File: config.mk
export PLATFORM = sky130hd
export DESIGN_NAME = tcm_count_ctrl
export DESIGN_NICKNAME = d
export VERILOG_FILES = /design/src/hw/tcm_pkg.sv /design/src/hw/tcm_sample_div.sv /design/src/hw/tcm_count_ctrl.sv
export VERILOG_INCLUDE_DIRS = /design/src /design/src/hw
export SDC_FILE = /design/constraint.sdc
export NUM_CORES = 1
export LEC_CHECK = 0
export ABC_AREA = 1
export BUFFER_PORTS_ARGS = -buffer_cell sky130_fd_sc_hd__buf_2
export CAP_MARGIN = 10
export CORE_ASPECT_RATIO = 1.4
export CORE_MARGIN = 2
export CORE_UTILIZATION = 48
export CTS_BUF_LIST = sky130_fd_sc_hd__clkbuf_16
export CTS_CLUSTER_DIAMETER = 150
export DETAILED_ROUTE_END_ITERATION = 8
export GPL_TIMING_DRIVEN = 0
export PLACE_DENSITY_LB_ADDON = 0.05
export REMOVE_ABC_BUFFERS = 1
export SLEW_MARGIN = 15
export SYNTH_ARGS = -nofsm -noshare
export SYNTH_HDL_FRONTEND = slang
export SYNTH_HIERARCHICAL = 1
export SYNTH_SLANG_ARGS = --single-unit
File: constraint.sdc
create_clock -name i_mclk -period 1.8 [get_ports i_mclk]
set_input_delay 0.18 -clock i_mclk [delete_from_list [all_inputs] [get_ports i_mclk]]
set_output_delay 0.18 -clock i_mclk [all_outputs]
set_load 0.02 [all_outputs]
File: src/hw/tcm_cfg.svh
// tcm_cfg.svh: field positions, codes and reset values of the count-mode control block
// assumes: included by bare name from the package and the design modules
`ifndef TCM_CFG_SVH
`define TCM_CFG_SVH
`define TCM_DIV_HI 9
`define TCM_DIV_LO 8
`define TCM_PRELOAD_BIT 7
`define TCM_ALIGN_HI 6
`define TCM_ALIGN_LO 5
`define TCM_DIR_BIT 4
`define TCM_DIV_BY1 2'h0
`define TCM_DIV_BY2 2'h1
`define TCM_DIV_BY4 2'h2
`define TCM_DIV_RSVD 2'h3
`define TCM_MODE_EDGE 2'h0
`define TCM_MODE_CTR1 2'h1
`define TCM_MODE_CTR2 2'h2
`define TCM_MODE_CTR3 2'h3
`define TCM_CHAN_OUT 2'h0
`define TCM_CTRL_RST 10'h000
`define TCM_ARR_RST 16'hFFFF
`define TCM_CNT_ZERO 16'h0000
`define TCM_CNT_ONE 16'h0001
`define TCM_PRE_ZERO 2'h0
`define TCM_PRE_ONE 2'h1
`define TCM_PRE_THREE 2'h3
`endif

File: src/hw/tcm_pkg.sv
// tcm_pkg.sv: types shared by the count-mode control block
// assumes: tcm_cfg.svh on the include path
package tcm_pkg;
  `include "tcm_cfg.svh"
  typedef enum logic [1:0]
  {
    TCM_ALIGN_EDGE = 2'b00,
    TCM_ALIGN_CTR1 = 2'b01,
    TCM_ALIGN_CTR2 = 2'b10,
    TCM_ALIGN_CTR3 = 2'b11
  } tcm_align_e;
endpackage : tcm_pkg

File: src/hw/tcm_sample_div.sv
// tcm_sample_div.sv: sampling-clock tick generator for dead-band and input filters
// assumes: one kernel clock; code 11 is never programmed by software
module tcm_sample_div
  import tcm_pkg::*;
(
  input wire logic i_mclk,
  input wire logic i_rst_n,
  input wire logic [1:0] i_div,
  output logic o_tick
);
  `include "tcm_cfg.svh"
  typedef struct packed
  {
    logic [1:0] pre;
    logic tick;
  } tcm_div_s;
  tcm_div_s st_ff;
  tcm_div_s nxt_st;
  logic [1:0] last_pre;

  ////////////////////////////////////////////////////////////////////////////
  // terminal prescale count per code; reserved code treated as div1
  always_comb
  begin
    unique case (i_div)
      `TCM_DIV_BY2: last_pre = `TCM_PRE_ONE;
      `TCM_DIV_BY4: last_pre = `TCM_PRE_THREE;
      default: last_pre = `TCM_PRE_ZERO;
    endcase
  end

  // free-running prescaler, tick on wrap
  always_comb
  begin
    nxt_st = st_ff;
    nxt_st.tick = (st_ff.pre >= last_pre);
    nxt_st.pre = nxt_st.tick ? `TCM_PRE_ZERO : st_ff.pre + `TCM_PRE_ONE;
  end

  // state register; tick is registered so consumers see a clean pulse
  always_ff @(posedge i_mclk or negedge i_rst_n)
  begin
    if (!i_rst_n)
      st_ff <= '0;
    else
      st_ff <= nxt_st;
  end

  assign o_tick = st_ff.tick;

  // div1 gives a tick every cycle once running
  div1_every_a: assert property (@(posedge i_mclk) disable iff (!i_rst_n)
    (i_div == `TCM_DIV_BY1) [*3] |-> o_tick) else $error("div1 tick missing");
  // div4 ticks are four cycles apart; looks back so a later code change cannot trip it
  div4_spacing_a: assert property (@(posedge i_mclk) disable iff (!i_rst_n)
    ((i_div == `TCM_DIV_BY4) [*8] ##0 o_tick) |-> ($past(o_tick, 4) && !$past(o_tick, 1)
      && !$past(o_tick, 2) && !$past(o_tick, 3))) else $error("div4 spacing wrong");
endmodule : tcm_sample_div

File: src/hw/tcm_count_ctrl.sv
// tcm_count_ctrl.sv: count-mode control of a 16-bit advanced timer
// assumes: control fields come as plain ports; compare core supplies raw match events
// How it works
// - divider code 00, 01, 10 gives a sample tick every 1, 2 or 4 kernel clocks.
// - with preload off a reload write acts at once, with it on it waits in a shadow for update.
// - alignment 00 counts in one direction set by the direction bit.
// - alignment 01 alternates and raises output compare flags only while counting down.
// - alignment 10 alternates and raises output compare flags only while counting up.
// - alignment 11 alternates and raises output compare flags in both directions.
// - compare flags are raised only on channels whose direction select is 00; other channels never flag.
// - edge to center alignment switches are refused while the counter runs.
// - in edge mode direction 0 counts up and 1 counts down.
// - in center or encoder mode the direction bit ignores writes and shows hardware direction.
// - the divided sample tick goes to the dead-band generator and the input filters.
// - alignment sits at bits 6:5, preload enable at bit 7, divider at bits 9:8.
module tcm_count_ctrl
  import tcm_pkg::*;
#(
  parameter int CNT_W = 16,
  parameter int CH_N = 6
)
(
  input wire logic i_mclk,
  input wire logic i_rst_n,
  input wire logic i_ctrl_we,
  input wire logic [9:0] i_ctrl_wdata,
  input wire logic i_encoder_mode,
  input wire logic i_encoder_dir,
  input wire logic i_counter_enable_bit,
  input wire logic i_arr_we,
  input wire logic [CNT_W-1:0] i_arr_wdata,
  input wire logic i_update_evt,
  input wire logic [CH_N-1:0] i_cmp_match,
  input wire logic [2*CH_N-1:0] i_channel_direction_select,
  output logic [9:0] o_ctrl_rdata,
  output logic [1:0] o_sample_clock_divider,
  output logic o_reload_preload_enable,
  output logic [1:0] o_alignment_mode_select,
  output logic o_dir,
  output logic [CNT_W-1:0] o_auto_reload_value,
  output logic [CNT_W-1:0] o_arr_preload,
  output logic [CNT_W-1:0] o_count,
  output logic [CH_N-1:0] o_cmp_flag_set,
  output logic o_sample_tick,
  output logic o_deadband_tick,
  output logic o_filter_tick
);
  `include "tcm_cfg.svh"

  typedef struct packed
  {
    logic [1:0] div_sel;
    logic preload_en;
    tcm_align_e align;
    logic dir;
    logic [CNT_W-1:0] arr_act;
    logic [CNT_W-1:0] arr_pre;
    logic [CNT_W-1:0] cnt;
    logic [CH_N-1:0] flag;
  } tcm_ctl_s;

  tcm_ctl_s st_ff;
  tcm_ctl_s nxt_st;
  logic center;
  logic tick;
  tcm_align_e wr_align;
  logic [CNT_W-1:0] arr_now;

  // center-aligned test, used on stored and written modes
  function automatic logic is_center(input tcm_align_e m);
    is_center = (m != TCM_ALIGN_EDGE);
  endfunction : is_center

  // output channel qualification of a raw match against counting direction
  function automatic logic flag_ok(input tcm_align_e m, input logic down);
    unique case (m)
      TCM_ALIGN_CTR1: flag_ok = down;
      TCM_ALIGN_CTR2: flag_ok = !down;
      default: flag_ok = 1'b1;
    endcase
  endfunction : flag_ok

  ////////////////////////////////////////////////////////////////////////////
  // sampling clock divider shared by dead-band and filters
  tcm_sample_div u_div
  (
    .i_mclk(i_mclk),
    .i_rst_n(i_rst_n),
    .i_div(st_ff.div_sel),
    .o_tick(tick)
  );

  ////////////////////////////////////////////////////////////////////////////
  assign center = is_center(st_ff.align);
  assign wr_align = tcm_align_e'(i_ctrl_wdata[`TCM_ALIGN_HI:`TCM_ALIGN_LO]);
  // reload value in force this cycle; active copy only, a direct write shows from the next edge
  assign arr_now = st_ff.arr_act;

  // next-state: control fields, reload, counter, compare flags
  always_comb
  begin
    nxt_st = st_ff;
    if (i_ctrl_we)
    begin
      nxt_st.div_sel = i_ctrl_wdata[`TCM_DIV_HI:`TCM_DIV_LO];
      nxt_st.preload_en = i_ctrl_wdata[`TCM_PRELOAD_BIT];
      // edge to center while running is refused, mode kept
      if (!(i_counter_enable_bit && !center && is_center(wr_align)))
        nxt_st.align = wr_align;
      // direction is writable only in edge mode, not encoder
      if (!is_center(nxt_st.align) && !i_encoder_mode)
        nxt_st.dir = i_ctrl_wdata[`TCM_DIR_BIT];
    end
    if (i_arr_we)
    begin
      nxt_st.arr_pre = i_arr_wdata;
      if (!st_ff.preload_en)
        nxt_st.arr_act = i_arr_wdata;
    end
    if (i_update_evt && st_ff.preload_en)
      nxt_st.arr_act = st_ff.arr_pre;
    if (i_encoder_mode)
      nxt_st.dir = i_encoder_dir;
    else if (i_counter_enable_bit)
    begin
      if (center)
      begin
        // turn at reload going up and at zero going down
        if (!st_ff.dir && st_ff.cnt >= arr_now)
        begin
          nxt_st.dir = 1'b1;
          nxt_st.cnt = st_ff.cnt - `TCM_CNT_ONE;
        end
        else if (st_ff.dir && st_ff.cnt == `TCM_CNT_ZERO)
        begin
          nxt_st.dir = 1'b0;
          nxt_st.cnt = `TCM_CNT_ONE;
        end
        else
          nxt_st.cnt = st_ff.dir ? st_ff.cnt - `TCM_CNT_ONE : st_ff.cnt + `TCM_CNT_ONE;
      end
      else if (!st_ff.dir)
        nxt_st.cnt = (st_ff.cnt >= arr_now) ? `TCM_CNT_ZERO : st_ff.cnt + `TCM_CNT_ONE;
      else
        nxt_st.cnt = (st_ff.cnt == `TCM_CNT_ZERO) ? arr_now : st_ff.cnt - `TCM_CNT_ONE;
    end
    // one-cycle compare flag pulses for output channels only
    for (int c = 0; c < CH_N; c++)
      nxt_st.flag[c] = i_cmp_match[c]
        && (i_channel_direction_select[2*c +: 2] == `TCM_CHAN_OUT)
        && flag_ok(st_ff.align, st_ff.dir);
  end

  // state register; reload copies come up at all ones so a stray enable wraps late
  always_ff @(posedge i_mclk or negedge i_rst_n)
  begin
    if (!i_rst_n)
    begin
      st_ff <= '0;
      st_ff.arr_act <= `TCM_ARR_RST;
      st_ff.arr_pre <= `TCM_ARR_RST;
    end
    else
      st_ff <= nxt_st;
  end

  ////////////////////////////////////////////////////////////////////////////
  // readback and field outputs, all from flops
  assign o_sample_clock_divider = st_ff.div_sel;
  assign o_reload_preload_enable = st_ff.preload_en;
  assign o_alignment_mode_select = st_ff.align;
  assign o_dir = st_ff.dir;
  assign o_ctrl_rdata = {st_ff.div_sel, st_ff.preload_en, st_ff.align, st_ff.dir, 4'h0};
  assign o_auto_reload_value = st_ff.arr_act;
  assign o_arr_preload = st_ff.arr_pre;
  assign o_count = st_ff.cnt;
  assign o_cmp_flag_set = st_ff.flag;
  // same tick to both consumers keeps filter and dead-band in step
  assign o_sample_tick = tick;
  assign o_deadband_tick = tick;
  assign o_filter_tick = tick;

  ////////////////////////////////////////////////////////////////////////////
  // properties watch registered fields, so each looks one edge past its cause
  edge_ctr_block_a: assert property (@(posedge i_mclk) disable iff (!i_rst_n)
    (i_ctrl_we && i_counter_enable_bit && o_alignment_mode_select == `TCM_MODE_EDGE)
    |=> o_alignment_mode_select == `TCM_MODE_EDGE) else $error("mode switched while running");
  dir_ro_center_a: assert property (@(posedge i_mclk) disable iff (!i_rst_n)
    (i_ctrl_we && !i_encoder_mode && !i_counter_enable_bit && center && is_center(wr_align))
    |=> $stable(o_dir)) else $error("direction written in center mode");
  arr_direct_a: assert property (@(posedge i_mclk) disable iff (!i_rst_n)
    (i_arr_we && !o_reload_preload_enable && !i_update_evt)
    |=> o_auto_reload_value == $past(i_arr_wdata)) else $error("direct reload lost");
  arr_shadow_a: assert property (@(posedge i_mclk) disable iff (!i_rst_n)
    (!i_update_evt && o_reload_preload_enable) |=> $stable(o_auto_reload_value))
    else $error("shadowed reload changed early");
  edge_up_a: assert property (@(posedge i_mclk) disable iff (!i_rst_n)
    (i_counter_enable_bit && !i_encoder_mode && !center && !o_dir
      && o_count < o_auto_reload_value)
    |=> o_count == $past(o_count) + `TCM_CNT_ONE) else $error("edge up count wrong");
  edge_down_a: assert property (@(posedge i_mclk) disable iff (!i_rst_n)
    (i_counter_enable_bit && !i_encoder_mode && !center && o_dir && o_count != `TCM_CNT_ZERO)
    |=> o_count == $past(o_count) - `TCM_CNT_ONE) else $error("edge down count wrong");
  ctr_turn_a: assert property (@(posedge i_mclk) disable iff (!i_rst_n)
    (i_counter_enable_bit && !i_encoder_mode && !i_ctrl_we && center && o_dir
      && o_count == `TCM_CNT_ZERO) |=> !o_dir) else $error("no turn at zero");
  ctr1_down_a: assert property (@(posedge i_mclk) disable iff (!i_rst_n)
    (o_alignment_mode_select == `TCM_MODE_CTR1 && !o_dir) |=> o_cmp_flag_set == '0)
    else $error("flag set counting up in mode 1");
  ctr2_up_a: assert property (@(posedge i_mclk) disable iff (!i_rst_n)
    (o_alignment_mode_select == `TCM_MODE_CTR2 && o_dir) |=> o_cmp_flag_set == '0)
    else $error("flag set counting down in mode 2");
  ctr3_both_a: assert property (@(posedge i_mclk) disable iff (!i_rst_n)
    (o_alignment_mode_select == `TCM_MODE_CTR3 && i_cmp_match[0]
      && i_channel_direction_select[1:0] == `TCM_CHAN_OUT) |=> o_cmp_flag_set[0])
    else $error("mode 3 flag missing");
  out_only_a: assert property (@(posedge i_mclk) disable iff (!i_rst_n)
    (i_channel_direction_select[3:2] != `TCM_CHAN_OUT) |=> !o_cmp_flag_set[1])
    else $error("input channel flagged");
  in_quiet_a: assert property (@(posedge i_mclk) disable iff (!i_rst_n)
    (i_channel_direction_select[9:8] != `TCM_CHAN_OUT) |=> !o_cmp_flag_set[4])
    else $error("input channel four flagged");
endmodule : tcm_count_ctrl

==> impl_metrics.yaml <==
setup_path:
  endpoint_kind: "flop"
  critPathKind: "reg2reg"
  arrival_ns: 2.26
  cp-start-kind: "flop"
  worst-path-max-fanout: 6
  cp.required_ns: 2.02
run:
  cap_violations: 0
timing:
  hold_viol: 0
  setup_violations: 17
  finalCriticalPeriod_ns: 2.042
  fin_ws_ns: -0.2417
  tightest_slew_ns: 0.8067
  post-route-period-util: 1.134
  rsz0062_at_grt: "true"
  clock_skew_ns: 0.007235
  max_freq_mhz: 489.8
  slew_headroom: 0.4616
  fin_tns_setup_ns: -2.923
  slew_violations: 0
yosys:
  synth.most_common_cell: "nand2_1"
  yosysWarnings: 6
  synth_area_um2: 4556
  synth_edf_count: 0
  synth_area_leaders: "dfstp_2 18%, dfrtp_1 17%, nand2_1 11%"
  synth_seq_cells: 63
  synth_flop_cell: "dfstp_2"
  syn_inst: 610
  yosys-top-cells-count: "131 x nand2_1, 84 x inv_1, 76 x nor2_1"
  async_flop_share: 1.000
  yosysTopAreaCellShare: 0.1846
  ys_seq_area_frac: 0.3548
  yosysTopAreaCell: "dfstp_2"
  synth.distinct_cells: 37
  syn_area_per_cell_um2: 7.468
finish:
  synthToLayoutAreaGrowth_pct: 33.95
  layout.nets: 819
  drive_gt1_frac: 0.4150
  stdcell_area_um2: 6102
  diodes: 0
  final_cells: 857
  final_util: 0.6524
global_route:
  grt_pass1_wl_um: 22740
  grt_use_total: 0.2833
  overflow: 0
  grt_pass1_vias: 4619
  grt_max_degree: 54
  antenna_found_initial: 0
status:
  outcome: "finished, violations left"
  violations: "setup timing"
clocking:
  clockBufferDepth: 2
  path_clk_slew_ns: 0.06
  clock-root-buffer: "clkbuf_16"
  cts-buffers-inserted: 9
  cts_tree: "done"
  h-tree-depth: 3
  clkSinkCount: 63
  insertion_delay_ns: 0.33
hold_path:
  hp-class: "in2reg"
power:
  p_leak_nw: 2.966
  power.density_nw_per_um2: 1266
  peakVddDrop_v: 0.0006527
placed_design:
  port_buffers: 116
  hpwlAfterDp_um: 9377
  gp_congestion: 0.9287
  dp_cells: 806
  pre_cts_ws_ns: -0.7752
  postPlaceCellArea_um2: 5072
floorplan:
  dieArea_um2: 10300
  initial_core_util: 0.4870
  dieWidth_um: 86.34
  ios: 125
  fp-row-count: 42
  die_y_um: 119.3
  fp.coreArea_um2: 9354
routing:
  dr.pass1.iters: 5
  avgViaCountPerCell: 5.338
  num_vias: 4575
  dr_wl_met3_um: 648
  top_layer_used: "met4"
  detail_route.wirelength_um: 13840
  routed-wl-met2_um: 7034
  wl_met1_um: 5632
  wire_per_inst_um: 16.14
  drc_errors: 0
  ant_nets: 0
  first_iter_violations: 265
## cell families (layout without fill, tap and decap cells)
logic type | Yosys count | count (layout) | share of synthesized area
AO/OA/AOI/OAI | 70 | 70 | 0.09118
flip-flops | 63 | 63 | 0.3548
other | 1 | 4 | 0.0008232
AND/OR/NAND/NOR | 303 | 304 | 0.3131
adder cells (fa/ha/maj) | 25 | 25 | 0.06866
XOR/XNOR | 22 | 22 | 0.04230
buffers and inverters | 126 | 259 | 0.1291
## stage by stage
stage          hold WS (ns)  total power [mW]
2_1_floorplan       -0.1156             4.251
5_1_grt             0.01847             8.261
3_3_place_gp         0.3352             5.147
3_5_place_dp        0.04187             5.213
4_1_cts           0.0007253             7.606
6_report            0.01063             7.726
## cell type report
| class | instances | area, um2 |
|---|---|---|
| clock buffer | 10 | 250.2 |
| clock inverter | 6 | 35.03 |
| fill | 815 | 3252 |
| inverter | 92 | 367.9 |
| multi-input combinational | 425 | 2759 |
| sequential | 63 | 1630 |
| tap | 110 | 137.6 |
| timing repair buffer | 151 | 922.1 |
## sequential cells by signal, indices dropped and copies added, names as in the netlist
signal / count
u_div/o_tick: 1
u_div/st_ff: 2
o_cmp_flag_set: 6
o_sample_clock_divider: 2
o_dir: 1
o_alignment_mode_select: 2
o_auto_reload_value: 16
o_arr_preload: 16
o_count: 16
o_reload_preload_enable: 1
## worst max-delay path, cell delays in order, from the launching register on
cell and delay, ns:
dfstp_2 0.56, inv_4 0.05, ha_4 0.28, nand4_1 0.19, nor2_4 0.21, nand2_4 0.11, buf_6 0.15, nand4_1 0.10
nand3_1 0.09, nor2_1 0.15, nor2_1 0.05
## final timing paths
path,startpoint,endpoint,slack [ns],cells after the start
setup / recovery,o_auto_reload_value[15],o_count[3],-0.24,10
hold / removal,i_channel_direction_select[5],o_cmp_flag_set[2],0.01,2
setup reg to reg,o_auto_reload_value[15],o_count[3],-0.24,10
hold reg to reg,u_div/st_ff[1],u_div/st_ff[1],0.47,1
max in group asynchronous,i_rst_n,o_auto_reload_value[8],1.00,3
min in group asynchronous,i_rst_n,o_count[7],0.23,2
## layout by cell type, fill, tap and decap left out, types with 5 or more instances in the layout
cell type / n
o21ai_1: 6
buf_2: 115
buf_6: 5
nor4_1: 6
dlygate4sd3_1: 10
nand2_2: 14
nand2_1: 122
inv_1: 69
nand3b_1: 5
nor2_1: 74
inv_4: 7
o221ai_1: 13
ha_1: 9
nand4_1: 20
buf_4: 19
dfstp_2: 32
ha_4: 14
dfrtp_1: 20
xor2_1: 20
nor2_2: 13
inv_2: 14
nand3_1: 20
nor2_4: 7
dfrtp_2: 11
a21oi_2: 17
clkbuf_16: 10
nand3_2: 5
o21ai_0: 25
## layer usage
layer / up-vias / GRT usage
met5: - / 0
met4: 0 / 0.1436
met3: 42 / 0.04990
met2: 164 / 0.4688
met1: 2168 / 0.3484
li1: 2201 / -
## where the power goes
| part | switching [mW] | leakage [nW] | internal (mW) |
|---|---|---|---|
| Sequential | 0.578 | 0.696 | 1.79 |
| Clock | 0.666 | 0.146 | 1.01 |
| Combinational | 2.26 | 2.12 | 1.43 |
## timing repair
item,4_1_cts,5_1_grt
buffers inserted,22,2
cloned,1,0
setup endpoints to repair,38,32
hold endpoints to repair,36,0
hold buffers,10,0
pin swaps,36,21
gates resized for setup,91,18
Note: power is estimated with default switching activity, not from simulation.
